$ cat config.mk
export PLATFORM = sky130hd
export DESIGN_NAME = pbcc_top
export DESIGN_NICKNAME = d
export VERILOG_FILES = /design/src/logic/pbcc_pkg.sv /design/src/logic/pbcc_top.sv /design/src/logic/pbcc_timebase.sv
export VERILOG_INCLUDE_DIRS = /design/src /design/src/logic
export SDC_FILE = /design/constraint.sdc
export NUM_CORES = 1
export LEC_CHECK = 0
export ABC_CLOCK_PERIOD_IN_PS = 6500
export BUFFER_PORTS_ARGS = -buffer_cell sky130_fd_sc_hd__buf_2
export CAP_MARGIN = 20
export CORE_MARGIN = 2
export CORE_UTILIZATION = 45
export DETAILED_ROUTE_END_ITERATION = 8
export GPL_TIMING_DRIVEN = 0
export MAX_ROUTING_LAYER = met4
export PLACE_DENSITY = 0.65
export SLEW_MARGIN = 20
export SYNTH_ARGS = -nofsm -noshare
export SYNTH_HDL_FRONTEND = slang
export SYNTH_SLANG_ARGS = --single-unit
export TNS_END_PERCENT = 100
$ cat constraint.sdc
create_clock -name ref_clk_i -period 6.5 [get_ports ref_clk_i]
set_input_delay 0.325 -clock ref_clk_i [delete_from_list [all_inputs] [get_ports ref_clk_i]]
set_output_delay 0.325 -clock ref_clk_i [all_outputs]
set_load 0.05 [all_outputs]
$ cat src/logic/pbcc_params.svh
// Register map, field positions, reset values and timing counts of the calendar clock
`ifndef PBCC_PARAMS_SVH
`define PBCC_PARAMS_SVH

`define PBCC_ADDR_SEC 3'h0
`define PBCC_ADDR_MIN 3'h1
`define PBCC_ADDR_HOUR 3'h2
`define PBCC_ADDR_LEAP 3'h3
`define PBCC_ADDR_DAY 3'h4
`define PBCC_ADDR_MON 3'h5
`define PBCC_ADDR_YEAR 3'h6
`define PBCC_ADDR_CTRL 3'h7

`define PBCC_RST_SEC 8'h00
`define PBCC_RST_MIN 8'h00
`define PBCC_RST_HOUR 8'h00
`define PBCC_RST_DAY 8'h01
`define PBCC_RST_MON 8'h01
`define PBCC_RST_YEAR 8'h00
`define PBCC_RST_MODE 4'h0

`define PBCC_CTL_GROUP_BIT 3
`define PBCC_CTL_ADJ_BIT 2
`define PBCC_CTL_RST_BIT 1
`define PBCC_CTL_STOP_BIT 0
`define PBCC_HOUR_FMT_BIT 7
`define PBCC_HOUR_PM_BIT 6
`define PBCC_LEAP_WREN_BIT 6

`define PBCC_MODE_SQ2048 4'h0
`define PBCC_MODE_SQ1024 4'h1
`define PBCC_MODE_SQ256 4'h2
`define PBCC_MODE_SQ64 4'h3
`define PBCC_MODE_INT2048 4'h4
`define PBCC_MODE_INT1024 4'h5
`define PBCC_MODE_INT256 4'h6
`define PBCC_MODE_INT64 4'h7
`define PBCC_MODE_INT1S 4'h8
`define PBCC_MODE_INT10S 4'h9
`define PBCC_MODE_INT60S 4'ha
`define PBCC_MODE_BUSY 4'hb

// Reference clock and crystal rate in Hz
`define PBCC_REF_HZ 27'h5f5e100
`define PBCC_OSC_HZ 27'h0008000

// Prescaler bit whose toggling gives each square wave
`define PBCC_SQ2048_BIT 3
`define PBCC_SQ1024_BIT 4
`define PBCC_SQ256_BIT 6
`define PBCC_SQ64_BIT 8

`define PBCC_PRE_MAX 15'h7fff
`define PBCC_BUSY_TICKS 15'h0002

// Interval periods in crystal ticks
`define PBCC_INT_P2048 21'h000010
`define PBCC_INT_P1024 21'h000020
`define PBCC_INT_P256 21'h000080
`define PBCC_INT_P64 21'h000200
`define PBCC_INT_P1S 21'h008000
`define PBCC_INT_P10S 21'h050000
`define PBCC_INT_P60S 21'h1e0000

`endif

$ cat src/logic/pbcc_pkg.sv
// Types shared by the calendar clock modules
`default_nettype none
package pbcc_pkg;
  typedef logic [7:0] pbcc_bcd_t;
  typedef enum logic [1:0] {PBCC_SRC_SQUARE, PBCC_SRC_INTERVAL, PBCC_SRC_BUSY, PBCC_SRC_TEST} pbcc_src_t;

  function automatic pbcc_src_t pbcc_mode_src(input logic [3:0] m);
    if (m < 4'h4)
      return PBCC_SRC_SQUARE;
    else if (m < 4'hb)
      return PBCC_SRC_INTERVAL;
    else if (m == 4'hb)
      return PBCC_SRC_BUSY;
    else
      return PBCC_SRC_TEST;
  endfunction : pbcc_mode_src
endpackage : pbcc_pkg
`default_nettype wire

$ cat src/logic/pbcc_top.sv
// Calendar clock core with asynchronous 8-bit register port and open-drain pulse pin
//
// Behaviour
// - Access only while active-low select is low and active-high select high.
// - Write strobe rising edge stores data bus into the addressed register.
// - Read strobe drives addressed register onto bus, released at its rising edge.
// - Hour bit 7 selects format: 0 is 24-hour, 1 is 12-hour.
// - Hour bit 6 marks PM in 12-hour mode, always 0 in 24-hour.
// - Leap control upper bit disables leap years, lower bit enables counter writes.
// - Leap handling on and leap counter 00 gives February 29 days.
// - Leap control 10 always goes from February 28 to March 1.
// - Modes 0 to 3 give square waves of 2048, 1024, 256, 64 Hz.
// - Modes 4 to 10 give interval signals from 1/2048 s to 60 s.
// - Mode 11 shows the busy condition on the pulse pin.
// - Pin enable bit 1 floats the pulse pin; 0 keeps it active.
// - Disabling the pin leaves the pin-state flag showing internal state.
// - Control read: bit3 don't care, bit2 pin state, bit1 oscillation, bit0 busy.
// - Oscillation flag latches 0; only a clock reset while running sets it.
// - Oscillation flag is 0 after first power.
// - Busy flag is 1 while the time counter updates.
// - Every BCD digit counts within its documented range.
// - Hour encoding: 24-hour plain BCD, 12-hour with format and PM bits.
`default_nettype none
`include "pbcc_params.svh"
module pbcc_top
  import pbcc_pkg::*;
(
  input wire logic ref_clk_i,
  input wire logic rst_i,
  input wire logic select_active_low_n_i,
  input wire logic select_active_high_i,
  input wire logic wr_n_i,
  input wire logic rd_n_i,
  input wire logic [2:0] addr_i,
  input wire logic [7:0] data_i,
  input wire logic osc_running_i,
  output logic [7:0] data_o,
  output logic data_oe_n_o,
  output logic pulse_pin_o,
  output logic pulse_pin_oe_n_o
);
  logic [15:0] pins_w;
  logic [15:0] sync1_r;
  logic [15:0] sync2_r;
  logic osc_s, csn_s, cs_s, wrn_s, rdn_s;
  logic [2:0] addr_s;
  logic [7:0] data_s;
  logic wr_prev_r, sel_w, wr_evt, ctl_wr, clk_grp, out_grp;
  logic clk_rst_cmd, adj_cmd, int_rst_cmd;
  pbcc_bcd_t sec_r, min_r, hour_r, day_r, mon_r, year_r, hour_inc_w;
  logic [1:0] leap_ctrl_r, leap_cnt_r;
  logic [3:0] dow_r, mode_r;
  logic clk_stop_r, pin_dis_r, int_stop_r, oscillation_flag_r, pin_flag_r, pin_flag_nxt;
  logic [14:0] presc_r;
  logic [20:0] int_cnt_r, int_per_w;
  logic tick, sec_tick, busy_w, leap_w;
  logic c_min, c_hour, c_day, c_mon, c_year;
  logic [7:0] data_r;
  logic oe_n_r;

  function automatic pbcc_bcd_t bcd_inc(input pbcc_bcd_t v);
    if (v == 8'h99)
      return 8'h00;
    else if (v[3:0] == 4'h9)
      return {v[7:4] + 4'h1, 4'h0};
    else
      return {v[7:4], v[3:0] + 4'h1};
  endfunction : bcd_inc

  function automatic pbcc_bcd_t month_days(input pbcc_bcd_t m, input logic leap);
    case (m)
      8'h02: return leap ? 8'h29 : 8'h28;
      8'h04, 8'h06, 8'h09, 8'h11: return 8'h30;
      default: return 8'h31;
    endcase
  endfunction : month_days

  // All pins cross from the host's timing into ours through two stages
  assign pins_w = {osc_running_i, select_active_low_n_i, select_active_high_i, wr_n_i, rd_n_i, addr_i, data_i};
  always_ff @(posedge ref_clk_i or posedge rst_i)
  begin
    if (rst_i)
    begin
      sync1_r <= 16'h7800;
      sync2_r <= 16'h7800;
      wr_prev_r <= 1'b1;
    end
    else
    begin
      sync1_r <= pins_w;
      sync2_r <= sync1_r;
      wr_prev_r <= wrn_s;
    end
  end
  assign {osc_s, csn_s, cs_s, wrn_s, rdn_s, addr_s, data_s} = sync2_r;

  assign sel_w = !csn_s && cs_s;
  assign wr_evt = sel_w && wrn_s && !wr_prev_r;
  assign ctl_wr = wr_evt && (addr_s == `PBCC_ADDR_CTRL);
  assign clk_grp = ctl_wr && !data_s[`PBCC_CTL_GROUP_BIT];
  assign out_grp = ctl_wr && data_s[`PBCC_CTL_GROUP_BIT];
  assign clk_rst_cmd = clk_grp && data_s[`PBCC_CTL_RST_BIT];
  assign adj_cmd = clk_grp && data_s[`PBCC_CTL_ADJ_BIT];
  assign int_rst_cmd = out_grp && data_s[`PBCC_CTL_RST_BIT];

  pbcc_timebase u_timebase (
    .ref_clk_i(ref_clk_i),
    .rst_i(rst_i),
    .run_i(osc_s),
    .tick_o(tick)
  );

  always_ff @(posedge ref_clk_i or posedge rst_i)
  begin
    if (rst_i)
    begin
      mode_r <= `PBCC_RST_MODE;
      clk_stop_r <= 1'b0;
      pin_dis_r <= 1'b0;
      int_stop_r <= 1'b0;
    end
    else if (ctl_wr)
    begin
      mode_r <= data_s[7:4];
      if (!data_s[`PBCC_CTL_GROUP_BIT])
        clk_stop_r <= data_s[`PBCC_CTL_STOP_BIT];
      else
      begin
        pin_dis_r <= data_s[`PBCC_CTL_ADJ_BIT];
        int_stop_r <= data_s[`PBCC_CTL_STOP_BIT];
      end
    end
  end

  // Flag is only ever lowered by hardware; a stopped oscillator wins over a clock reset in the same cycle
  always_ff @(posedge ref_clk_i or posedge rst_i)
  begin
    if (rst_i)
      oscillation_flag_r <= 1'b0;
    else if (!osc_s)
      oscillation_flag_r <= 1'b0;
    else if (clk_rst_cmd)
      oscillation_flag_r <= 1'b1;
  end

  // Sub-second divider; reset and adjust both restart the second
  always_ff @(posedge ref_clk_i or posedge rst_i)
  begin
    if (rst_i)
      presc_r <= 15'h0000;
    else if (clk_rst_cmd || adj_cmd)
      presc_r <= 15'h0000;
    else if (tick && !clk_stop_r)
      presc_r <= presc_r + 15'h0001;
  end

  assign sec_tick = tick && !clk_stop_r && (presc_r == `PBCC_PRE_MAX);
  assign busy_w = !clk_stop_r && (presc_r > (`PBCC_PRE_MAX - `PBCC_BUSY_TICKS));
  assign leap_w = !leap_ctrl_r[1] && (leap_cnt_r == 2'b00);

  // Carry chain; adjust rounds to the nearest minute
  assign c_min = (sec_tick && sec_r == 8'h59) || (adj_cmd && sec_r >= 8'h30);
  assign c_hour = c_min && (min_r == 8'h59);
  assign c_day = c_hour && (hour_r[`PBCC_HOUR_FMT_BIT] ? (hour_r[6:0] == 7'h51) : (hour_r == 8'h23));
  assign c_mon = c_day && (day_r == month_days(mon_r, leap_w));
  assign c_year = c_mon && (mon_r == 8'h12);
  assign hour_inc_w = bcd_inc({2'b00, hour_r[5:0]});

  // A host write to a register wins over a count in the same cycle
  always_ff @(posedge ref_clk_i or posedge rst_i)
  begin
    if (rst_i)
    begin
      sec_r <= `PBCC_RST_SEC;
      min_r <= `PBCC_RST_MIN;
    end
    else
    begin
      if (wr_evt && addr_s == `PBCC_ADDR_SEC)
        sec_r <= data_s;
      else if (adj_cmd)
        sec_r <= 8'h00;
      else if (sec_tick)
        sec_r <= (sec_r == 8'h59) ? 8'h00 : bcd_inc(sec_r);
      if (wr_evt && addr_s == `PBCC_ADDR_MIN)
        min_r <= data_s;
      else if (c_min)
        min_r <= (min_r == 8'h59) ? 8'h00 : bcd_inc(min_r);
    end
  end

  always_ff @(posedge ref_clk_i or posedge rst_i)
  begin
    if (rst_i)
      hour_r <= `PBCC_RST_HOUR;
    else if (wr_evt && addr_s == `PBCC_ADDR_HOUR)
      hour_r <= {data_s[7], data_s[7] & data_s[6], data_s[5:0]};
    else if (c_hour)
    begin
      if (!hour_r[`PBCC_HOUR_FMT_BIT])
        hour_r <= (hour_r == 8'h23) ? 8'h00 : bcd_inc(hour_r);
      else if (hour_r[5:0] == 6'h12)
        hour_r <= {hour_r[7:6], 6'h01};
      else if (hour_r[5:0] == 6'h11)
        hour_r <= {1'b1, !hour_r[`PBCC_HOUR_PM_BIT], 6'h12};
      else
        hour_r <= {hour_r[7:6], hour_inc_w[5:0]};
    end
  end

  always_ff @(posedge ref_clk_i or posedge rst_i)
  begin
    if (rst_i)
    begin
      leap_ctrl_r <= 2'b00;
      leap_cnt_r <= 2'b00;
      dow_r <= 4'h0;
    end
    else if (wr_evt && addr_s == `PBCC_ADDR_LEAP)
    begin
      leap_ctrl_r <= data_s[7:6];
      if (data_s[`PBCC_LEAP_WREN_BIT])
        leap_cnt_r <= data_s[5:4];
      dow_r <= data_s[3:0];
    end
    else
    begin
      if (c_year)
        leap_cnt_r <= leap_cnt_r + 2'b01;
      if (c_day)
        dow_r <= (dow_r == 4'h6) ? 4'h0 : dow_r + 4'h1;
    end
  end

  always_ff @(posedge ref_clk_i or posedge rst_i)
  begin
    if (rst_i)
    begin
      day_r <= `PBCC_RST_DAY;
      mon_r <= `PBCC_RST_MON;
      year_r <= `PBCC_RST_YEAR;
    end
    else
    begin
      if (wr_evt && addr_s == `PBCC_ADDR_DAY)
        day_r <= data_s;
      else if (c_day)
        day_r <= c_mon ? 8'h01 : bcd_inc(day_r);
      if (wr_evt && addr_s == `PBCC_ADDR_MON)
        mon_r <= data_s;
      else if (c_mon)
        mon_r <= c_year ? 8'h01 : bcd_inc(mon_r);
      if (wr_evt && addr_s == `PBCC_ADDR_YEAR)
        year_r <= data_s;
      else if (c_year)
        year_r <= bcd_inc(year_r);
    end
  end

  always_comb
  begin
    case (mode_r)
      `PBCC_MODE_INT2048: int_per_w = `PBCC_INT_P2048;
      `PBCC_MODE_INT1024: int_per_w = `PBCC_INT_P1024;
      `PBCC_MODE_INT256: int_per_w = `PBCC_INT_P256;
      `PBCC_MODE_INT64: int_per_w = `PBCC_INT_P64;
      `PBCC_MODE_INT1S: int_per_w = `PBCC_INT_P1S;
      `PBCC_MODE_INT10S: int_per_w = `PBCC_INT_P10S;
      `PBCC_MODE_INT60S: int_per_w = `PBCC_INT_P60S;
      default: int_per_w = `PBCC_INT_P2048;
    endcase
  end

  // Interval timer runs apart from the clock so it can serve as a watchdog
  always_ff @(posedge ref_clk_i or posedge rst_i)
  begin
    if (rst_i)
      int_cnt_r <= 21'h000000;
    else if (int_rst_cmd)
      int_cnt_r <= 21'h000000;
    else if (tick && !int_stop_r)
      int_cnt_r <= (int_cnt_r >= int_per_w - 21'h000001) ? 21'h000000 : int_cnt_r + 21'h000001;
  end

  always_comb
  begin
    pin_flag_nxt = 1'b0;
    case (pbcc_mode_src(mode_r))
      PBCC_SRC_SQUARE:
      begin
        case (mode_r)
          `PBCC_MODE_SQ2048: pin_flag_nxt = presc_r[`PBCC_SQ2048_BIT];
          `PBCC_MODE_SQ1024: pin_flag_nxt = presc_r[`PBCC_SQ1024_BIT];
          `PBCC_MODE_SQ256: pin_flag_nxt = presc_r[`PBCC_SQ256_BIT];
          default: pin_flag_nxt = presc_r[`PBCC_SQ64_BIT];
        endcase
      end
      PBCC_SRC_INTERVAL: pin_flag_nxt = int_cnt_r < (int_per_w >> 1);
      PBCC_SRC_BUSY: pin_flag_nxt = busy_w;
      default: pin_flag_nxt = 1'b0;
    endcase
  end

  always_ff @(posedge ref_clk_i or posedge rst_i)
  begin
    if (rst_i)
      pin_flag_r <= 1'b0;
    else
      pin_flag_r <= pin_flag_nxt;
  end

  // Enable gates only the pin, never the flag
  assign pulse_pin_o = 1'b0;
  assign pulse_pin_oe_n_o = !(pin_flag_r && !pin_dis_r);

  // Reads only sample the counters, never modify them
  always_ff @(posedge ref_clk_i or posedge rst_i)
  begin
    if (rst_i)
    begin
      data_r <= 8'h00;
      oe_n_r <= 1'b1;
    end
    else
    begin
      oe_n_r <= !(sel_w && !rdn_s);
      case (addr_s)
        `PBCC_ADDR_SEC: data_r <= sec_r;
        `PBCC_ADDR_MIN: data_r <= min_r;
        `PBCC_ADDR_HOUR: data_r <= hour_r;
        `PBCC_ADDR_LEAP: data_r <= {leap_ctrl_r, leap_cnt_r, dow_r};
        `PBCC_ADDR_DAY: data_r <= day_r;
        `PBCC_ADDR_MON: data_r <= mon_r;
        `PBCC_ADDR_YEAR: data_r <= year_r;
        default: data_r <= {mode_r, 1'b0, pin_flag_r, oscillation_flag_r, busy_w};
      endcase
    end
  end
  assign data_o = data_r;
  assign data_oe_n_o = oe_n_r;
endmodule : pbcc_top
`default_nettype wire

$ cat src/logic/pbcc_timebase.sv
// Fractional divider that makes a 32768 Hz tick from the reference clock
`default_nettype none
`include "pbcc_params.svh"
module pbcc_timebase
  import pbcc_pkg::*;
(
  input wire logic ref_clk_i,
  input wire logic rst_i,
  input wire logic run_i,
  output logic tick_o
);
  logic [26:0] acc_r;
  logic [26:0] sum_w;

  assign sum_w = acc_r + `PBCC_OSC_HZ;

  // Average rate is exact; single ticks jitter by one reference period
  always_ff @(posedge ref_clk_i or posedge rst_i)
  begin
    if (rst_i)
    begin
      acc_r <= 27'h0000000;
      tick_o <= 1'b0;
    end
    else if (!run_i)
    begin
      tick_o <= 1'b0;
    end
    else if (sum_w >= `PBCC_REF_HZ)
    begin
      acc_r <= sum_w - `PBCC_REF_HZ;
      tick_o <= 1'b1;
    end
    else
    begin
      acc_r <= sum_w;
      tick_o <= 1'b0;
    end
  end
endmodule : pbcc_timebase
`default_nettype wire

==> results.py, run 1 <==
metrics = {
    "worst_setup_path": {
        "end_kind": "register",
        "r2r_start": "mode_r[2]",
        "crit_arrival_ps": 4730,
        "critical_path_class": "reg2reg",
        "cp-start-kind": "register",
        "rr_worst_depth": 18,
        "cp_max_fo": 10,
        "reg2reg_setup_slack_ps": 2100,
        "required_ps": 6830,
        "rr_endpoint": "int_cnt_r[6]",
    },
    "placement": {
        "post_dp_cell_area_um2": 10600,
        "dp_hpwl_um": 17500,
        "port_buffers": 27,
        "gp_congestion": 0.923,
    },
    "logic_synthesis": {
        "synth_top_area_cell": "dfrtp_1",
        "synth_warnings": 0,
        "synthAdderAreaFrac_pct": 7.19,
        "yosys.area.top_type_share_pct": 37.5,
        "ys_seq_area_share_pct": 40.6,
        "syn_area_um2": 10100,
        "synth_commonest_cells": "dfrtp_1 (151), nand2_1 (114), nor2_1 (97)",
        "synthCells": 1119,
        "synth_nets": 1195,
        "synth_compound_area_share_pct": 17.7,
        "yosys-mux-area-fraction_pct": 3.66,
        "synth_xor_area_share_pct": 3.82,
        "synthFlopType": "dfrtp_1",
        "async_flop_share_pct": 100,
        "ys_seq_elements": 163,
        "synth_cell_types": 86,
        "avgSynthCellArea_um2": 9.02,
        "synthTopCellsByArea": "dfrtp_1 (37%), ha_1 (7.2%), o21ai_0 (4.3%), nand2_1 (4.2%), a21oi_1 (3.7%)",
        "yosysMostFrequentCell": "dfrtp_1",
        "synthSimpleGateAreaFrac_pct": 23.0,
        "synth_edf_count": 0,
        "synth_top_family_by_area": "simple AND/OR/NAND/NOR gates",
    },
    "global_route": {
        "track_usage_pct": 22.7,
        "grt_pass1_wl_um": 42000,
        "grt_pass1_vias": 8097,
        "grt_max_degree": 93,
        "grt_overflow": 0,
        "grt_antenna_before_repair": 0,
    },
    "timing": {
        "period_share_pct": 67.7,
        "fin_worst_skew_ps": 13.9,
        "slew_violations": 0,
        "rsz0062_at_grt": "no",
        "slew_headroom_pct": 40.5,
        "worst_pin_slew_ps": 881,
        "timing.fmax_ghz": 0.227,
        "hold_violations": 0,
        "setup_viol": 0,
        "period_needed_ps": 4400,
    },
    "cts": {
        "cts_resized": 0,
        "cts-buffers-inserted": 17,
        "tritoncts": "done",
        "cts.sinks": 163,
        "cts-root-buf": "clkbuf_16",
        "cts_buffer_depth": 2,
        "path_clk_slew_ps": 70,
        "htreeDepth": 4,
        "clock_latency_ps": 450,
        "cts_setup_buffers": 0,
    },
    "route": {
        "top_layer": "met4",
        "wl_met1_um": 11800,
        "drt_iter0_markers": 608,
        "routed-wl-met3_um": 1270,
        "vias_per_cell": 5.83,
        "drt-pass1-iter-count": 5,
        "wl_per_cell_um": 17.3,
        "drc": 0,
        "ant_nets": 0,
        "dr_wl_met2_um": 11800,
        "wl_um": 25500,
        "vias": 8602,
    },
    "power_and_ir_drop": {
        "max-vdd-ir-drop_uv": 151,
        "power_density_nw_per_um2": 251,
        "leakage_nw": 4.89,
    },
    "die": {
        "ios": 29,
        "start_util_pct": 46.1,
        "die_width_um": 154,
        "core-area_um2": 21900,
        "die_area_um2": 23600,
        "fp.dieH_um": 154,
        "placementRows": 54,
    },
    "finish": {
        "utilization_pct": 52.1,
        "drive_above_1_share_pct": 10.8,
        "fill_cells": 2062,
        "nets": 1259,
        "antenna_cells": 0,
        "area_growth_pct": 12.9,
        "seqCellArea_um2": 4090,
        "design_area_um2": 11400,
        "multiInputGateArea_um2": 5600,
    },
    "flow_run": {
        "cap_viol_max_count": 0,
    },
    "worst_hold_path": {
        "min_from": "sync1_r[8]",
        "hold_path_class": "reg2reg",
        "holdPathStages": 0,
        "whs_endpoint": "sync2_r[8]",
    },
    "outcome": {
        "status": "finished, final reports clean",
    },
}
## worst max-delay path, cell delays in order (launching register included)
cell and delay, ps:
dfrtp_1 510, nor2b_1 380, nand2_1 110, or2_2 320
nand2_1 110, inv_1 50, ha_1 240, inv_1 100
nand2_1 60, a221o_1 390, ha_1 330, and4_1 190
a211oi_1 60, a31oi_1 150, o311a_1 220, nand2b_1 310
clkbuf_1 390, o21ai_0 180, a21o_1 210
## how the worst max path moves through the flow
| stage | slack (ps) | cells past startpoint | end | from |
|---|---|---|---|---|
| finish | 2100 | 18 | int_cnt_r[6] | mode_r[2] |
| global route | 1780 | 18 | int_cnt_r[5] | mode_r[0] |
| CTS | 2150 | 18 | int_cnt_r[5] | mode_r[2] |
| detailed placement | 2200 | 17 | int_cnt_r[5] | mode_r[2] |
| global placement | -160 | 2 | int_cnt_r[1] | rst_i |
| floorplan | 1790 | 1 | clk_stop_r | rst_i |
## report_power, final
part | switching (mW) | total (mW) | leakage (nW) | internal (mW)
clock network | 0.508 | 1.03 | 0.298 | 0.523
registers | 0.116 | 1.22 | 2.08 | 1.11
logic | 0.360 | 0.610 | 2.52 | 0.250
## through the flow
step / cells / total power [mW] / worst slack, ps / hold WS (ps) / TNS (ps)
final: 1476 / 2.87 / 2100 / 353 / 0
after global routing: 1476 / 3.02 / 1780 / 359 / 0
after CTS: 1476 / 2.88 / 2150 / 353 / 0
after detailed placement: 1427 / 1.83 / 2200 / 336 / 0
after global placement: 1426 / 1.82 / -164 / 332 / -22990
after floorplan: 1119 / 1.67 / 1790 / 329 / 0
## layout by cell type (no fill, tap or decap), types with 5 or more instances in the layout
cell             n
a211o_1          5
a211oi_1         8
a21o_1          13
a21oi_1         74
a31oi_1         20
and2_1          10
and3_1          21
and4_1           5
buf_1            8
buf_2           33
clkbuf_1        32
clkbuf_16       17
clkinv_8         6
dfrtp_1        151
dfstp_2         12
dlygate4sd3_1   17
ha_1            58
inv_1           48
inv_8            6
mux2_2          11
mux2i_1         11
mux4_2           6
nand2_1        114
nand2b_1        15
nand3_1         44
nand3b_1         7
nand4_1         14
nor2_1          97
nor2b_1         22
nor3_1          17
nor3b_1         12
nor4_1           6
o21a_1           8
o21ai_0         87
o22ai_1          8
or3_1           18
xnor2_1         22
xor2_1          22
## sequential cells by signal, summed over array words and instances (netlist names), 15 cells and up
name              flops
int_cnt_r            21
u_timebase.acc_r     19
sync1_r              16
sync2_r              16
presc_r              15
## timing repair
item / CTS / global route
setup endpoints to repair: 0 / 0
hold buffers: 17 / 0
hold endpoints to repair: 75 / 0
## logic make-up after synthesis
| logic type | Yosys count |
|---|---|
| AND/OR/NAND/NOR | 440 |
| adder cells (fa/ha/maj) | 58 |
| buffers and inverters | 100 |
| XOR/XNOR | 44 |
| multiplexers | 28 |
| other | 2 |
| AO/OA/AOI/OAI | 284 |
| flip-flops | 163 |
## layer usage
metal / GRT usage, % / up-vias
met2: 34.5 / 241
met5: - / -
li1: - / 4145
met4: 8.34 / 0
met3: 3.66 / 49
met1: 30.7 / 4167
## cell type report
| class | count | share of cell area, % |
|---|---|---|
| Buffer | 50 | 1.82 |
| Clock buffer | 17 | 3.73 |
| Clock inverter | 15 | 1.66 |
| Inverter | 50 | 1.71 |
| Multi-Input combinational cell | 856 | 49.1 |
| Sequential cell | 163 | 35.9 |
| Tap cell | 280 | 3.07 |
| Timing Repair Buffer | 45 | 2.92 |
Note: power is estimated with default switching activity, not from simulation.
==> inputs of run 2 (changes only) <==
Settings changed: ABC_CLOCK_PERIOD_IN_PS 6500 to 4150.
Clock period 6.5 ns to 4.15 ns, I/O delays scaled along.
==> run 2 against run 1 <==
Against the previous run:
- setup slack worse by 1800 ps
- first-iteration DRC count is 2.8% higher
- sequential share of layout area is 0.24 points lower
==> results.py, run 2 (synthesis results as in run 1) <==
metrics = {
    "finish": {
        "top_regs": "int_cnt_r: 21 flops, u_timebase.acc_r: 19 flops",
        "largest-register": "int_cnt_r",
        "area_growth_pct": 13.8,
        "final_common_cell": "dfrtp_1",
        "fin_cells": 1480,
        "nets": 1263,
        "largest_reg_flops": 21,
        "utilization_pct": 52.4,
        "layout_common_cells": "dfrtp_1 (149), nand2_1 (114), nor2_1 (97)",
        "antenna_cells": 0,
        "drive_above_1_share_pct": 11.9,
    },
    "die": {
        "core-area_um2": 21900,
        "fp.dieH_um": 154,
        "start_util_pct": 46.1,
        "die_area_um2": 23600,
        "placementRows": 54,
        "die_width_um": 154,
        "ios": 29,
    },
    "global_route": {
        "grt_max_degree": 34,
        "grt_pass1_vias": 8027,
        "grt_antenna_before_repair": 0,
        "grt_overflow": 0,
        "grt_pass1_wl_um": 41600,
        "track_usage_pct": 22.4,
    },
    "worst_setup_path": {
        "slowest_stage": "dfrtp_2",
        "cp-start-kind": "register",
        "critPathMostFrequentCell": "nand2_1",
        "end_kind": "register",
        "cp_max_fo": 10,
        "required_ps": 4520,
        "critical-path-max-stage-delay_ps": 460,
        "critical_path_class": "reg2reg",
        "critPathTopFamily": "simple AND/OR/NAND/NOR gates",
        "path_buf_inv": 3,
        "crit_arrival_ps": 4270,
        "path_cells": "nor2b_4 > nand2_1 > or2_2 > nand2_1 > inv_1 > ha_1 > inv_1 > nand2_1 > a221o_1 > ha_1 > a21oi_1 > nand2_1 > o311a_1 > nand2b_2 > buf_2 > or3_1 > nand3_1",
    },
    "cts": {
        "cts_buffer_depth": 2,
        "cts-buffers-inserted": 17,
        "clock_latency_ps": 440,
        "cts.sinks": 163,
        "tritoncts": "done",
        "htreeDepth": 4,
        "cts-root-buf": "clkbuf_16",
        "path_clk_slew_ps": 70,
    },
    "timing": {
        "period_share_pct": 94.0,
        "setup_ws_ps": 250,
        "slew_violations": 0,
        "rsz0062_at_grt": "no",
        "setup_viol": 0,
        "period_needed_ps": 3900,
        "slew_headroom_pct": 44.2,
        "timing.fmax_ghz": 0.256,
        "fin_worst_skew_ps": 11.3,
        "hold_ws_ps": 350,
        "worst_pin_slew_ps": 826,
        "hold_violations": 0,
    },
    "placement": {
        "dpl_worst_slack_ps": -49.3,
        "port_buffers": 27,
        "dp_hpwl_um": 18100,
        "gp_congestion": 0.905,
        "dp.cells": 1431,
    },
    "power_and_ir_drop": {
        "total_power_mw": 4.47,
        "p_seq_share_pct": 42.9,
        "comb_power_share_pct": 21.6,
        "power_density_nw_per_um2": 390,
        "clkPwrFrac_pct": 35.5,
        "power.switching_mw": 1.53,
        "leakage_nw": 4.93,
        "max-vdd-ir-drop_uv": 280,
        "p_int_mw": 2.95,
        "p_sw_share_pct": 34.1,
    },
    "route": {
        "wl_per_cell_um": 17.0,
        "vias": 8574,
        "drt-pass1-iter-count": 5,
        "ant_nets": 0,
        "wl_um": 25100,
        "drt_iter0_markers": 625,
        "drc": 0,
        "vias_per_cell": 5.79,
    },
    "flow_run": {
        "cap_viol_max_count": 0,
    },
    "outcome": {
        "status": "finished, final reports clean",
    },
    "worst_hold_path": {
        "hold_path_class": "reg2reg",
    },
}
[run 2: cell types whose count changed in the layout (fill, tap and decap cells not counted), moves of 2 or more]
cell	change
clkinv_8	-3
nor2b_4	+2
clkbuf_2	+3
clkbuf_1	-5
clkinvlp_4	+3
dfrtp_1	-2
dfrtp_2	+2
buf_12	+4
nor2b_1	-2
[run 2: routing by layer]
metal  GRT usage (%)  part of all wire, %  up-vias
li1                -                    -     4152
met5               -                    0        -
met3            3.72                  5.8       35
met1            31.7                   48     4135
met4            5.72                  1.9        0
met2            33.5                   44      252
[run 2: final timing paths]
path,to,cells past startpoint,startpoint,slack [ps]
min in group asynchronous,sync1_r[10],3,rst_i,390
max in group asynchronous,mode_r[2],6,rst_i,2740
worst max register to register,int_cnt_r[19],17,mode_r[2],250
worst min-delay path,sync2_r[1],0,sync1_r[1],350
worst max-delay path,int_cnt_r[19],17,mode_r[2],250
worst min register to register,sync2_r[1],0,sync1_r[1],350
[run 2: through the flow]
step | TNS (ps) | cell area (µm²)
2_1_floorplan | 0 | 10100
3_3_place_gp | -70.0 | 10600
3_5_place_dp | -426 | 10700
4_1_cts | 0 | 11500
5_1_grt | 0 | 11500
6_report | 0 | 11500
[run 2: area by class of cell]
cell class | count | area, µm²
clock buffers | 17 | 425
plain buffers | 50 | 216
inverters | 50 | 191
repair buffers | 49 | 413
flip-flops and latches | 163 | 4100
fillers | 2008 | 10400
clock inverters | 15 | 166
multi-input cells | 856 | 5620
well taps | 280 | 350
[run 2: power groups by stage]
stage / combinational [mW] / sequential [mW] / clock (mW)
after detailed placement: 0.945 / 1.94 / 0
after floorplan: 0.707 / 1.92 / 0
after global routing: 1.09 / 1.94 / 1.68
final: 0.968 / 1.92 / 1.59
after CTS: 0.963 / 1.91 / 1.61
after global placement: 0.911 / 1.94 / 0
[run 2: what timing repair did]
action                                 in CTS  in global routing
setup endpoints to repair                  16                 21
endpoints found under the hold margin      33                  0
gates resized for setup                     4                 13
buffers inserted                            0                  0
pin swaps                                   0                  0
hold buffers                               17                  0
==> inputs of run 3 (changes only) <==
Settings changed: PLACE_DENSITY 0.65 to 0.64.
==> run 3 against run 2 <==
Against the previous run:
- setup slack improved by 16 ps
- sequential cell count unchanged
- critical path depth increased by 1
- global-route usage increased by 0.18 points
- final cell count increased by 0.14%
- clock power about the same
- highest routed layer unchanged
- sequential power about the same
- first-iteration DRC count increased by 2.4%
==> results.py, run 3 (synthesis results as in run 1) <==
metrics = {
    "timing": {
        "setup-tns-final_ps": 0,
        "timing.fmax_ghz": 0.257,
        "period_share_pct": 93.6,
        "period_needed_ps": 3880,
        "fin_worst_skew_ps": 13.9,
        "worst_pin_slew_ps": 867,
        "slew_violations": 0,
        "rsz0062_at_grt": "no",
        "setup_viol": 0,
        "slew_headroom_pct": 42.2,
        "hold_violations": 0,
    },
    "route": {
        "top_layer": "met4",
        "drt_iter0_markers": 640,
        "dr_wl_met2_um": 11300,
        "vias_per_cell": 5.74,
        "routed-wl-met3_um": 1050,
        "wl_met1_um": 12200,
        "drt-pass1-iter-count": 5,
        "drc": 0,
        "ant_nets": 0,
        "vias": 8506,
        "wl_per_cell_um": 16.8,
        "wl_um": 25000,
    },
    "global_route": {
        "grt_pass1_vias": 8100,
        "grt_overflow": 0,
        "grt_max_degree": 36,
        "grt_pass1_wl_um": 42000,
        "track_usage_pct": 22.5,
        "grt_antenna_before_repair": 0,
    },
    "placement": {
        "post_dp_cell_area_um2": 10700,
        "port_buffers": 27,
        "dp.cells": 1431,
        "dp_hpwl_um": 18000,
        "gp_congestion": 0.900,
    },
    "finish": {
        "utilization_pct": 52.5,
        "top_regs": "int_cnt_r: 21 flops, u_timebase.acc_r: 19 flops",
        "fin_cells": 1482,
        "largest_reg_flops": 21,
        "largest-register": "int_cnt_r",
        "antenna_cells": 0,
        "layout_common_cells": "dfrtp_1 (148), nand2_1 (114), nor2_1 (97)",
        "drive_above_1_share_pct": 12.1,
        "nets": 1265,
        "area_growth_pct": 14.0,
        "final_common_cell": "dfrtp_1",
        "design_area_um2": 11500,
    },
    "die": {
        "ios": 29,
        "core-area_um2": 21900,
        "start_util_pct": 46.1,
        "fp.dieH_um": 154,
        "die_area_um2": 23600,
        "die_width_um": 154,
        "placementRows": 54,
    },
    "worst_setup_path": {
        "required_ps": 4520,
        "cp-start-kind": "register",
        "critical_path_class": "reg2reg",
        "r2r_start": "mode_r[3]",
        "reg2reg_setup_slack_ps": 270,
        "cp_max_fo": 10,
        "crit_arrival_ps": 4250,
        "end_kind": "register",
        "rr_worst_depth": 18,
        "rr_endpoint": "int_cnt_r[5]",
    },
    "cts": {
        "tritoncts": "done",
        "path_clk_slew_ps": 80,
        "cts-buffers-inserted": 17,
        "cts-root-buf": "clkbuf_16",
        "cts.sinks": 163,
        "clock_latency_ps": 440,
        "htreeDepth": 4,
        "cts_buffer_depth": 2,
    },
    "flow_run": {
        "cap_viol_max_count": 0,
    },
    "power_and_ir_drop": {
        "total_power_mw": 4.49,
        "power_density_nw_per_um2": 390,
        "leakage_nw": 4.95,
        "max-vdd-ir-drop_uv": 320,
    },
    "worst_hold_path": {
        "hold_path_class": "in2async",
    },
    "outcome": {
        "status": "finished, final reports clean",
    },
}
==> run 3: cell count changes in the layout (fill, tap and decap cells not counted), sizes merged <==
cell	previous run	this run
clkinv	6	8
buf	50	52
clkinvlp	3	1
==> run 3: per-stage QoR <==
stage	setup WS [ps]	hold slack, ps
after floorplan	552	212
after global placement	-157	312
after detailed placement	-200	229
after CTS	8.25	302
after global routing	6.01	334
final	266	311
==> run 3: critical path: stages (launching register included) <==
cell	delay [ps]
dfrtp_2	460
nor2b_4	180
nand2_1	80
or2_2	300
nand2_1	120
inv_1	50
ha_1	240
inv_1	110
nand2_1	60
a221o_1	360
ha_1	320
and4_1	160
a211oi_1	240
a31oi_1	110
o311a_1	190
nor2b_1	250
clkbuf_2	290
o21ai_0	130
a31oi_1	160
==> run 3: power by group <==
group | switching, mW | total (mW) | internal [mW]
Sequential | 0.174 | 1.91 | 1.74
Combinational | 0.567 | 0.970 | 0.403
Clock | 0.791 | 1.61 | 0.817
Total | 1.53 | 4.49 | 2.96
==> run 3: layer usage <==
metal / GRT usage (%) / vias to the layer above
met3: 3.75 / 29
met4: 6.47 / 0
met1: 32.0 / 4111
li1: - / 4169
met5: - / -
met2: 33.4 / 197
==> run 3: worst max path at each step <==
stage | startpoint | endpoint | slack, ps | cells past startpoint
floorplan | mode_r[3] | int_cnt_r[19] | 550 | 17
global placement | mode_r[2] | int_cnt_r[12] | -160 | 18
detailed placement | mode_r[2] | int_cnt_r[12] | -200 | 18
CTS | mode_r[2] | int_cnt_r[17] | 8 | 18
global route | mode_r[3] | int_cnt_r[16] | 6 | 18
finish | mode_r[3] | int_cnt_r[5] | 270 | 18
==> run 3: final cells by class <==
type | instances | area, µm²
Fill cell | 2021 | 10400
Buffer | 50 | 219
Sequential cell | 163 | 4100
Clock buffer | 17 | 425
Clock inverter | 15 | 181
Multi-Input combinational cell | 856 | 5620
Tap cell | 280 | 350
Inverter | 50 | 191
Timing Repair Buffer | 51 | 420
==> run 3: repair_timing <==
action                                  in CTS  in global routing
endpoints found under the setup margin      19                 21
endpoints found under the hold margin       29                  0
setup buffers                                0                  2
resized for setup                            4                 16
hold buffers                                17                  0
